## src/rtl/crt_pkg.sv

```systemverilog
// constants for the capture/compare timer and pin routing block
// assumes one 20 MHz system clock shared by timers, modules and software port
package crt_pkg;

  // ------------------------------------------------------------
  // sizes
  // ------------------------------------------------------------
  localparam int unsigned CRT_NUM_MOD   = 5;
  localparam int unsigned CRT_TMR_W     = 16;
  localparam int unsigned CRT_ADDR_W    = 8;
  localparam int unsigned CRT_DATA_W    = 8;

  // ------------------------------------------------------------
  // register offsets and fields
  // ------------------------------------------------------------
  localparam logic [7:0] CRT_TMR3_CTRL_OFS = 8'h00;
  localparam logic [7:0] CRT_STATUS_OFS    = 8'h01;
  localparam int unsigned CRT_SEL_LSB      = 1;
  localparam int unsigned CRT_SEL_MSB      = 2;
  localparam int unsigned CRT_ST_USED_LSB  = 0;
  localparam int unsigned CRT_ST_PIN_BIT   = 4;
  localparam int unsigned CRT_ST_MCU_BIT   = 5;

  // ------------------------------------------------------------
  // timer select codes and reset values
  // ------------------------------------------------------------
  localparam logic [1:0] CRT_SEL_ALL_A  = 2'h0;
  localparam logic [1:0] CRT_SEL_ONE_A  = 2'h1;
  localparam logic [1:0] CRT_SEL_TWO_A  = 2'h2;
  localparam logic [1:0] CRT_SEL_ALL_B  = 2'h3;
  localparam logic [1:0] CRT_SEL_RST    = 2'h0;
  localparam logic       CRT_PINSEL_RST = 1'b1;
  localparam logic [4:0] CRT_PAIRB_ALL_A = 5'h00;
  localparam logic [4:0] CRT_PAIRB_ONE_A = 5'h1E;
  localparam logic [4:0] CRT_PAIRB_TWO_A = 5'h1C;
  localparam logic [4:0] CRT_PAIRB_ALL_B = 5'h1F;

  // timer used bit order
  localparam int unsigned CRT_T_CAP_A = 0;
  localparam int unsigned CRT_T_PWM_A = 1;
  localparam int unsigned CRT_T_CAP_B = 2;
  localparam int unsigned CRT_T_PWM_B = 3;

  // pin route
  typedef enum logic [1:0] {
    crt_pin_c1,
    crt_pin_e7,
    crt_pin_e3
  } crt_pin_t;

endpackage : crt_pkg

```

## src/rtl/crt_sync2.sv

```systemverilog
// two-flop synchroniser for pin levels
// assumes inputs are quasi-static levels from pads
`timescale 1ns/100ps
`default_nettype none
module crt_sync2 #(
  parameter int unsigned WIDTH = 1
) (
  input  wire logic             clk_i,
  input  wire logic             rst_i,
  input  wire logic [WIDTH-1:0] d_i,
  output logic      [WIDTH-1:0] q_o
);
  logic [WIDTH-1:0] meta;

  always_ff @(posedge clk_i or posedge rst_i) begin
    if (rst_i) begin
      meta <= '0;
      q_o  <= '0;
    end else begin
      meta <= d_i;
      q_o  <= meta;
    end
  end
endmodule : crt_sync2
`default_nettype wire

```

## src/rtl/crt_pair_map.sv

```systemverilog
// maps the timer select code and module modes to timer pair and timer use
// assumes module 0 is enh_module_one and module 1 is enh_module_two
`timescale 1ns/100ps
`default_nettype none
module crt_pair_map
  import crt_pkg::*;
(
  input  wire logic [1:0] sel_i,
  input  wire logic [4:0] pwm_i,
  input  wire logic [4:0] en_i,
  output logic      [4:0] pairb_o,
  output logic      [3:0] used_o
);
  always_comb begin
    case (sel_i)
      CRT_SEL_ALL_A: pairb_o = CRT_PAIRB_ALL_A;
      CRT_SEL_ONE_A: pairb_o = CRT_PAIRB_ONE_A;
      CRT_SEL_TWO_A: pairb_o = CRT_PAIRB_TWO_A;
      CRT_SEL_ALL_B: pairb_o = CRT_PAIRB_ALL_B;
      default:       pairb_o = CRT_PAIRB_ALL_A;
    endcase
    // one timer per class and pair, shared by every module that picks it
    used_o[CRT_T_CAP_A] = |(en_i & ~pwm_i & ~pairb_o);
    used_o[CRT_T_PWM_A] = |(en_i &  pwm_i & ~pairb_o);
    used_o[CRT_T_CAP_B] = |(en_i & ~pwm_i &  pairb_o);
    used_o[CRT_T_PWM_B] = |(en_i &  pwm_i &  pairb_o);
  end
endmodule : crt_pair_map
`default_nettype wire

```

## src/rtl/crt_route_top.sv

```systemverilog
// capture/compare module time base routing and second enhanced module pin routing
// assumes timers, modules and software port run on clk_i; pins and straps are async
//
// Overview of operation
// - capture/compare use capture timers, PWM pwm timers
// - capture_timer_b_control field ccp_timer_select picks pairs
// - up to four timers, same class shares
// - select 00: everything on first pair
// - select 00: second pair timers unused
// - select 01: only module one on first pair
// - select 01: others share second pair
// - select 10: modules one, two first pair
// - select 11: everything on second pair
// - select 11: first pair timers unused
// - pin select set: module two on port C1
// - pin select clear: E7 microcontroller, else E3
`timescale 1ns/100ps
`default_nettype none
module crt_route_top
  import crt_pkg::*;
#(
  parameter int unsigned TMR_W = CRT_TMR_W
) (
  input  wire logic                        clk_i,
  input  wire logic                        rst_i,
  input  wire logic [CRT_ADDR_W-1:0]       addr_i,
  input  wire logic [CRT_DATA_W-1:0]       wdata_i,
  input  wire logic                        wr_i,
  input  wire logic                        rd_i,
  output logic      [CRT_DATA_W-1:0]       rdata_o,
  input  wire logic [CRT_NUM_MOD-1:0]      mod_pwm_i,
  input  wire logic [CRT_NUM_MOD-1:0]      mod_en_i,
  input  wire logic [TMR_W-1:0]            cap_a_cnt_i,
  input  wire logic [TMR_W-1:0]            pwm_a_cnt_i,
  input  wire logic [TMR_W-1:0]            cap_b_cnt_i,
  input  wire logic [TMR_W-1:0]            pwm_b_cnt_i,
  output logic      [CRT_NUM_MOD*TMR_W-1:0] tb_value_o,
  output logic      [CRT_NUM_MOD-1:0]      tb_pwm_o,
  output logic      [CRT_NUM_MOD-1:0]      tb_pairb_o,
  output logic      [3:0]                  timer_used_o,
  input  wire logic                        ccp2_pin_select_i,
  input  wire logic                        mcu_mode_i,
  input  wire logic                        ccp2_out_i,
  input  wire logic                        ccp2_oe_i,
  output logic                             ccp2_cap_o,
  input  wire logic                        port_c_line_one_i,
  input  wire logic                        port_e_line_seven_i,
  input  wire logic                        port_e_line_three_i,
  output logic                             port_c_line_one_o,
  output logic                             port_c_line_one_oe_o,
  output logic                             port_e_line_seven_o,
  output logic                             port_e_line_seven_oe_o,
  output logic                             port_e_line_three_o,
  output logic                             port_e_line_three_oe_o
);

  // ------------------------------------------------------------
  // register state
  // ------------------------------------------------------------
  logic [1:0]            cur_sel;
  logic [1:0]            next_sel;
  logic                  pin_sel;
  logic                  next_pin_sel;
  logic                  mcu_mode;
  logic                  next_mcu_mode;
  logic                  strap_done;
  logic                  next_strap_done;
  logic [CRT_DATA_W-1:0] next_rdata;
  logic [1:0]            straps_s;

  // straps are static, but still synced; caught once after reset release
  crt_sync2 #(.WIDTH(2)) u_strap_sync (
    .clk_i (clk_i),
    .rst_i (rst_i),
    .d_i   ({mcu_mode_i, ccp2_pin_select_i}),
    .q_o   (straps_s)
  );

  logic [1:0] strap_age;
  logic [1:0] next_strap_age;

  always_comb begin
    next_sel        = cur_sel;
    next_pin_sel    = pin_sel;
    next_mcu_mode   = mcu_mode;
    next_strap_done = strap_done;
    next_strap_age  = strap_age;
    next_rdata      = '0;
    if (wr_i && addr_i == CRT_TMR3_CTRL_OFS) begin
      next_sel = wdata_i[CRT_SEL_MSB:CRT_SEL_LSB];
    end
    // wait for the sync pipe to fill before latching the straps
    if (!strap_done) begin
      if (strap_age == 2'h2) begin
        next_pin_sel    = straps_s[0];
        next_mcu_mode   = straps_s[1];
        next_strap_done = 1'b1;
      end else begin
        next_strap_age = strap_age + 2'h1;
      end
    end
    if (rd_i) begin
      case (addr_i)
        CRT_TMR3_CTRL_OFS: next_rdata[CRT_SEL_MSB:CRT_SEL_LSB] = cur_sel;
        CRT_STATUS_OFS: begin
          next_rdata[CRT_ST_USED_LSB +: 4] = timer_used_o;
          next_rdata[CRT_ST_PIN_BIT]       = pin_sel;
          next_rdata[CRT_ST_MCU_BIT]       = mcu_mode;
        end
        default: next_rdata = '0;
      endcase
    end
  end

  always_ff @(posedge clk_i or posedge rst_i) begin
    if (rst_i) begin
      cur_sel    <= CRT_SEL_RST;
      pin_sel    <= CRT_PINSEL_RST;
      mcu_mode   <= 1'b0;
      strap_done <= 1'b0;
      strap_age  <= 2'h0;
      rdata_o    <= '0;
    end else begin
      cur_sel    <= next_sel;
      pin_sel    <= next_pin_sel;
      mcu_mode   <= next_mcu_mode;
      strap_done <= next_strap_done;
      strap_age  <= next_strap_age;
      rdata_o    <= next_rdata;
    end
  end

  // ------------------------------------------------------------
  // time base routing
  // ------------------------------------------------------------
  logic [4:0]                     map_pairb;
  logic [3:0]                     map_used;
  logic [CRT_NUM_MOD*TMR_W-1:0]   next_tb_value;

  crt_pair_map u_map (
    .sel_i   (cur_sel),
    .pwm_i   (mod_pwm_i),
    .en_i    (mod_en_i),
    .pairb_o (map_pairb),
    .used_o  (map_used)
  );

  genvar gi;
  generate
    for (gi = 0; gi < CRT_NUM_MOD; gi++) begin : g_mod
      // class picks the timer kind, pair picks a or b
      assign next_tb_value[gi*TMR_W +: TMR_W] =
        mod_pwm_i[gi] ? (map_pairb[gi] ? pwm_b_cnt_i : pwm_a_cnt_i)
                      : (map_pairb[gi] ? cap_b_cnt_i : cap_a_cnt_i);
    end
  endgenerate

  always_ff @(posedge clk_i or posedge rst_i) begin
    if (rst_i) begin
      tb_value_o   <= '0;
      tb_pwm_o     <= '0;
      tb_pairb_o   <= '0;
      timer_used_o <= '0;
    end else begin
      tb_value_o   <= next_tb_value;
      tb_pwm_o     <= mod_pwm_i;
      tb_pairb_o   <= map_pairb;
      timer_used_o <= map_used;
    end
  end

  // ------------------------------------------------------------
  // second enhanced module pin routing
  // ------------------------------------------------------------
  // oe here only asks for the peripheral override; the port still honours
  // pin_direction_bits, so software must set them for the chosen pin
  crt_pin_t   route;
  logic [2:0] pins_s;
  logic       next_cap;
  logic [2:0] next_pin_out;
  logic [2:0] next_pin_oe;

  crt_sync2 #(.WIDTH(3)) u_pin_sync (
    .clk_i (clk_i),
    .rst_i (rst_i),
    .d_i   ({port_e_line_three_i, port_e_line_seven_i, port_c_line_one_i}),
    .q_o   (pins_s)
  );

  always_comb begin
    if (pin_sel) begin
      route = crt_pin_c1;
    end else if (mcu_mode) begin
      route = crt_pin_e7;
    end else begin
      route = crt_pin_e3;
    end
    next_pin_out = '0;
    next_pin_oe  = '0;
    case (route)
      crt_pin_c1: begin
        next_cap        = pins_s[0];
        next_pin_out[0] = ccp2_out_i;
        next_pin_oe[0]  = ccp2_oe_i;
      end
      crt_pin_e7: begin
        next_cap        = pins_s[1];
        next_pin_out[1] = ccp2_out_i;
        next_pin_oe[1]  = ccp2_oe_i;
      end
      crt_pin_e3: begin
        next_cap        = pins_s[2];
        next_pin_out[2] = ccp2_out_i;
        next_pin_oe[2]  = ccp2_oe_i;
      end
      default: next_cap = 1'b0;
    endcase
  end

  always_ff @(posedge clk_i or posedge rst_i) begin
    if (rst_i) begin
      ccp2_cap_o             <= 1'b0;
      port_c_line_one_o      <= 1'b0;
      port_c_line_one_oe_o   <= 1'b0;
      port_e_line_seven_o    <= 1'b0;
      port_e_line_seven_oe_o <= 1'b0;
      port_e_line_three_o    <= 1'b0;
      port_e_line_three_oe_o <= 1'b0;
    end else begin
      ccp2_cap_o             <= next_cap;
      port_c_line_one_o      <= next_pin_out[0];
      port_c_line_one_oe_o   <= next_pin_oe[0];
      port_e_line_seven_o    <= next_pin_out[1];
      port_e_line_seven_oe_o <= next_pin_oe[1];
      port_e_line_three_o    <= next_pin_out[2];
      port_e_line_three_oe_o <= next_pin_oe[2];
    end
  end
endmodule : crt_route_top
`default_nettype wire

```

## config.mk

```make
export PLATFORM = sky130hd
export DESIGN_NAME = crt_route_top
export DESIGN_NICKNAME = d
export VERILOG_FILES = /design/src/rtl/crt_pkg.sv /design/src/rtl/crt_sync2.sv /design/src/rtl/crt_pair_map.sv /design/src/rtl/crt_route_top.sv
export SDC_FILE = /design/constraint.sdc
export NUM_CORES = 1
export LEC_CHECK = 0
export BUFFER_PORTS_ARGS = -buffer_cell sky130_fd_sc_hd__buf_2
export CORE_UTILIZATION = 48
export DETAILED_ROUTE_END_ITERATION = 10
export PLACE_DENSITY = 0.8
export SLEW_MARGIN = 20
export SYNTH_ARGS = -nofsm -noshare
export SYNTH_HDL_FRONTEND = slang
export SYNTH_SLANG_ARGS = --single-unit
export TNS_END_PERCENT = 30
```

## constraint.sdc

```tcl
create_clock -name clk_i -period 5.2 [get_ports clk_i]
set_input_delay 1.04 -clock clk_i [delete_from_list [all_inputs] [get_ports clk_i]]
set_output_delay 1.04 -clock clk_i [all_outputs]
set_load 0.01 [all_outputs]
```

==> out/metrics.yaml, run 1 <==
run_status: "completed"
multi_input_comb_area_mm2: 0.00191
core-area_mm2: 0.0104
die_area_mm2: 0.0112
synth.yosys.seq_area_share: 0.592
worstHoldPathType: "reg2reg"
timing.final.hold_violations: 0
max_freq_mhz: 444
synth_adder_area_share: 0.00243
max_cap_viol_count: 0
cts_buffer_depth: 2
worst_slew_margin_rel: 0.385
layout.cells.most_common_list: "buf_2, dfrtp_1, mux2i_1"
synthesized_area_fraction_occupied_by_xor_and_xnor_cells: 0.00170
cts_clk_pin_slew_worst_paths_ns: 0.06
crit_path_start: "cur_sel[0]"
setup.worst_path.start_class: "flip-flop"
num-nets-final: 628
worst_ep_arrival_time_ns: 2.60
cp-end-kind: "flip-flop"
nFillCells: 784
synth_warnings: 0
rows: 37
final_cell_area_mm2: 0.00678
fin_worst_skew_ns: 0.00525
critPathCapture: "tb_value_o[73]"
synth_area_leaders: "dfrtp_1, mux2i_1, mux4_2"
synth-edff-count: 0
number_of_antenna_violations_at_the_first_check_in_global_routing: 4
postSynthAreaPerCell_um2: 15.9
track_usage: 0.234
post-synth-top-area-cell: "dfrtp_1"
regArea_mm2: 0.00305
synth_simple_gate_area_share: 0.0430
rr_endpoint: "tb_value_o[73]"
tns_ns: 0
post_route_cells_drive_above_1_share: 0.506
final_common_cell: "buf_2"
cts.root.buffer_cell: "clkbuf_8"
synthDistinctLibCells: 36
place.port_buffers: 201
postCtsResizedCells: 0
drt_iter0_markers: 160
post_synth_mux_area_share: 0.305
cts_htree_levels: 4
ioPinCount: 210
report.final.setup_viol: 0
via_per_inst: 5.26
largest_net_degree_at_the_start_of_global_routing: 79
dpl_cell_area_mm2: 0.00620
grt_first_pass_wirelength_um: 19300
post_synth_instance_area_mm2: 0.00515
area_growth_pct: 31.5
yosysTopAreaCellShare: 0.587
critical_path_peak_fanout: 27
cp_data_required_time_ns: 5.55
vias: 3566
finalMaxSlewViolations: 0
routed_wire_length_per_instance_um: 18.1
cts_tree: "done"
r2r_setup_slk_ns: 2.95
drt-total-wl_um: 12200
cts.repair_timing.setup_buffer_count: 0
dieWidth_um: 106
grt-ovfl-total: 0
timing.final.crit_share: 0.433
floorplan.initialDensity: 0.497
vias_in_the_first_global_route: 3749
pwrdens_mw_per_mm2: 367
rsz0062_at_grt: "false"
die_height_um: 106
combinational_family_with_the_most_area_after_synthesis: "multiplexers"
numClockSinks: 122
reg2reg_from: "cur_sel[0]"
synthArstFlopShare: 1.00
tritoncts_buffers: 17
insertion_delay_to_the_later_sink_of_the_worst_skew_pair_ns: 0.50
globalplace.congestion: 0.764
route.antenna.remaining_nets: 0
final_period_minus_worst_setup_slack_ns: 2.25
dpl.hpwl_um: 8440
hold_buffers: 0
path_class: "reg2reg"
ir_worst_vdd_mv: 0.162
syn-instance-count: 325
detail_route.drc_violations: 0
number_of_synthesized_register_bits: 122
actual_slew_at_the_worst_max_slew_pin_ns: 0.923
leak_nw: 3.54
synth_top_flop_cell: "dfrtp_1"
worst-r2r-cell-count: 5
firstDrtPassIters: 4
synth_compound_area_frac: 0.0163
holdPathStages: 0
-- power by group --
group          internal, W  switching, W  total, W
combinational     0.000151      0.000185  0.000336
clock             0.000704      0.000408   0.00111
sequential         0.00102     0.0000198   0.00104
total              0.00187      0.000613   0.00248
-- cells by family after synthesis --
kind of cell,count (synthesis)
DFF,122
muxes,117
and+or+nand+nor,38
buffers and inverters,33
AOI/OAI and AO/OA,12
adders and majority gates,1
other,1
xor gates and xnor gates,1
-- per-stage QoR --
step	instances	setup slack, ns	util	hold WS [ns]	power [W]
after floorplan	326	0.919	-	0.331	0.00125
after global placement	643	2.80	0.598	0.332	0.00138
after detailed placement	643	2.74	0.598	0.335	0.00139
after CTS	675	2.98	0.653	0.350	0.00251
after global routing	676	2.83	0.653	0.352	0.00259
final	678	2.95	0.654	0.350	0.00248
-- how the worst min path moves through the flow --
stage                              start  slack [ns]                  end
finish                u_pin_sync.meta[2]        0.35    u_pin_sync.q_o[2]
floorplan             u_pin_sync.meta[0]        0.33    u_pin_sync.q_o[0]
detailed placement    u_pin_sync.meta[2]        0.33    u_pin_sync.q_o[2]
global route          u_pin_sync.meta[2]        0.35    u_pin_sync.q_o[2]
global placement    u_strap_sync.meta[0]        0.33  u_strap_sync.q_o[0]
CTS                 u_strap_sync.meta[0]        0.35  u_strap_sync.q_o[0]
-- worst max-delay path, stage by stage (launching register included) --
cell	delay [ns]
dfrtp_1	0.36
buf_4	0.27
nor2_4	0.48
buf_4	0.46
mux2i_1	0.36
mux2i_1	0.15
-- cell usage after synthesis (all sizes together), types with 2 or more instances --
cell type and number:
mux2 2, a22o 2, inv 10, buf 22
o21ai 3, nand3 2, nand4 2, mux4 32
and2 2, a21oi 2, mux2i 83, nor2 10
nand2b 5, nand2 8, and3 4, dfrtp 121
-- layer usage --
metal / share of wire / vias to the layer above / GRT usage
met2: 0.53 / 168 / 0.409
met3: 0.075 / 23 / 0.0754
met5: 0.0013 / - / 0
met1: 0.38 / 1783 / 0.263
met4: 0.022 / 2 / 0.102
li1: - / 1590 / -
-- cell type report --
class / instances / share of cell area
timing repair buffer: 204 / 0.152
inverter: 10 / 0.00591
multi-input combinational: 171 / 0.281
clock buffer: 21 / 0.0663
tap: 136 / 0.0251
antenna: 3 / 0.00111
sequential: 122 / 0.451
clock inverter: 11 / 0.0179
-- sequential cells by signal (all words and copies together) (netlist names), 2 cells and up --
signal             flops
tb_value_o            80
rdata_o                6
tb_pwm_o               5
timer_used_o           4
tb_pairb_o             3
u_pin_sync.meta        3
u_pin_sync.q_o         3
cur_sel                2
strap_age              2
u_strap_sync.meta      2
u_strap_sync.q_o       2
Power figures use the tool's default switching activity.
==> run 2: changes to the inputs <==
- ABC_AREA: not set -> 1
- CORE_UTILIZATION: 48 -> 44
- PLACE_DENSITY: 0.8 -> 0.76
- clock period: 5.2 -> 1.9 ns (I/O delays scaled with it)
==> run 2 against run 1 <==
  * Design area increased by 6.0%
  * Global-route usage increased by 0.93 points
  * Combinational power increased to 3.1 times the previous value
  * First-iteration DRC count increased by 130%
  * Largest cell class unchanged
  * Largest power group unchanged
==> out/metrics.yaml, run 2 <==
synth_area_leaders: "dfrtp_1, nand2_1, o21ai_0"
pwrdens_mw_per_mm2: 947
path_class: "reg2reg"
detail_route.drc_violations: 0
die_height_um: 114
numClockSinks: 122
number_of_synthesized_register_bits: 122
cts_clk_pin_slew_worst_paths_ns: 0.06
postSynthAreaPerCell_um2: 8.78
post_synth_instance_area_mm2: 0.00548
post-synth-top-area-cell: "dfrtp_1"
critical_path_s_slowest_cell: "dfrtp_2"
firstDrtPassIters: 5
switching_share: 0.287
ioPinCount: 210
timing.final.hold_violations: 0
dpl.hpwl_um: 11000
number_of_antenna_violations_at_the_first_check_in_global_routing: 4
via_per_inst: 4.92
number_of_flip_flops_under_the_largest_register_name: 80
dieWidth_um: 114
fin_worst_skew_ns: 0.0138
cts_buffer_depth: 2
ir_worst_vdd_mv: 0.741
rsz0062_at_grt: "false"
power.net_switching_w: 0.00195
top_regs: "tb_value_o (80), rdata_o (6), tb_pwm_o (5)"
place.port_buffers: 201
holdPathStages: 1
routed_wire_length_per_instance_um: 15.1
leak_nw: 3.62
synth.most_common_cell: "nand2_1"
grt_first_pass_wirelength_um: 23500
syn-instance-count: 624
power_frac_comb: 0.152
crit_path_max_incr_delay_ns: 0.54
synth-edff-count: 0
finalMaxSlewViolations: 0
final_common_cell: "buf_2"
largest_net_degree_at_the_start_of_global_routing: 50
postCtsResizedCells: 0
final_period_minus_worst_setup_slack_ns: 1.55
num-nets-final: 920
track_usage: 0.244
reg_power_frac: 0.420
setup.worst_path.start_class: "flip-flop"
floorplan.initialDensity: 0.454
drt_iter0_markers: 374
insertion_delay_to_the_later_sink_of_the_worst_skew_pair_ns: 0.42
cp-end-kind: "flip-flop"
core-area_mm2: 0.0121
critical_path_peak_fanout: 28
globalplace.congestion: 0.894
synthArstFlopShare: 1.00
report.final.setup_viol: 0
layout.cells.most_common_list: "buf_2, nand2_1, dfrtp_1"
run_status: "completed"
cts_htree_levels: 4
die_area_mm2: 0.0129
internal_power_w: 0.00485
synth.yosys.seq_area_share: 0.558
cts.root.buffer_cell: "clkbuf_16"
max_freq_mhz: 644
worstHoldPathType: "in2reg"
post_route_cells_drive_above_1_share: 0.327
tritoncts_buffers: 17
vias: 4934
synth_top_flop_cell: "dfrtp_1"
r2r_setup_slk_ns: 0.35
max_cap_viol_count: 0
route.antenna.remaining_nets: 0
cp_data_required_time_ns: 2.23
tns_ns: 0
rows: 40
cell_breakdown_of_the_critical_path: "nor2_8 -> buf_12 -> nand2_1 -> o21ai_1 -> nand2_1 -> o21ai_1"
drt-total-wl_um: 15100
synthDistinctLibCells: 27
synth_warnings: 0
part_of_the_power_in_the_clock_network: 0.428
cts.repair_timing.setup_buffer_count: 0
hold-worst-slack_ns: 0.0665
grt-ovfl-total: 0
hold_buffers: 0
totalPowerFinal_w: 0.00681
area_growth_pct: 31.2
worst_ep_arrival_time_ns: 1.88
register_ranked_first_by_flip_flop_count: "tb_value_o"
worst-r2r-cell-count: 6
worst_slew_margin_rel: 0.589
cts_tree: "done"
synth_top_cells_by_count: "nand2_1, dfrtp_1, o21ai_0"
timing.final.crit_share: 0.817
yosysTopAreaCellShare: 0.553
actual_slew_at_the_worst_max_slew_pin_ns: 0.617
vias_in_the_first_global_route: 4547
-- run 2: cell types whose count changed after synthesis, sizes merged, moves of 5 or more --
cell / delta
clkbuf: +20
inv: +50
nand3: +23
o211ai: +18
a21oi: +21
o21ai: +152
nand2b: -5
nand2: +115
mux4: -32
nor2: +35
mux2i: -83
-- run 2: path summary, 6_finish.rpt --
check                                   start                   end
min                                mcu_mode_i  u_strap_sync.meta[1]
max reg2reg                        cur_sel[0]        tb_value_o[32]
min in group asynchronous               rst_i        tb_value_o[39]
max                                cur_sel[0]        tb_value_o[32]
min reg2reg                u_pin_sync.meta[1]     u_pin_sync.q_o[1]
max in group asynchronous               rst_i        tb_value_o[22]
-- run 2: logic make-up (layout without fill, tap and decap cells) --
kind of cell,count (synthesis),count (layout),synth area share
compound gates,198,198,0.203
fa+ha+maj,1,1,0.00228
flops,122,122,0.558
simple gates,197,197,0.147
buf+inv,104,310,0.0873
xor+xnor,1,1,0.00160
other cells,1,6,0.000685
-- run 2: critical path: cells and delay by family (launching register included) --
family / cells / cell delay (ns)
buffers and inverters: 1 / 0.19
AND/OR/NAND/NOR: 3 / 0.34
flip-flops: 1 / 0.54
AO/OA/AOI/OAI: 2 / 0.39
-- run 2: final cells by class --
type,instances,area (µm²)
inverter,62,238
fill,1051,4870
timing repair buffer,216,1180
multi-input combinational,399,1950
antenna,4,10.0
clock buffer,17,425
sequential,122,3060
tap,168,210
clock inverter,15,118
-- run 2: metrics by stage --
step | cells | util | setup slack (ns) | area (µm²)
global route | 1002 | 0.596 | 0.266 | 7180
floorplan | 625 | - | 0.0235 | 5490
finish | 1003 | 0.596 | 0.348 | 7190
CTS | 999 | 0.595 | 0.387 | 7180
detailed placement | 967 | 0.550 | 0.439 | 6630
global placement | 967 | 0.550 | 0.455 | 6630
-- run 2: power groups by stage --
| stage | combinational, W | clock [W] | sequential [W] |
|---|---|---|---|
| 3_3_place_gp | 0.00102 | 0 | 0.00290 |
| 2_1_floorplan | 0.000496 | 0 | 0.00298 |
| 5_1_grt | 0.00115 | 0.00311 | 0.00287 |
| 6_report | 0.00103 | 0.00291 | 0.00286 |
| 4_1_cts | 0.00103 | 0.00296 | 0.00286 |
| 3_5_place_dp | 0.00103 | 0 | 0.00290 |
-- run 2: metal layers --
metal,part of all wire,GRT usage,vias to the layer above
met5,0.00086,0,-
met4,0.033,0.103,2
met3,0.064,0.0707,41
met2,0.45,0.372,209
met1,0.45,0.325,2249
li1,-,-,2433
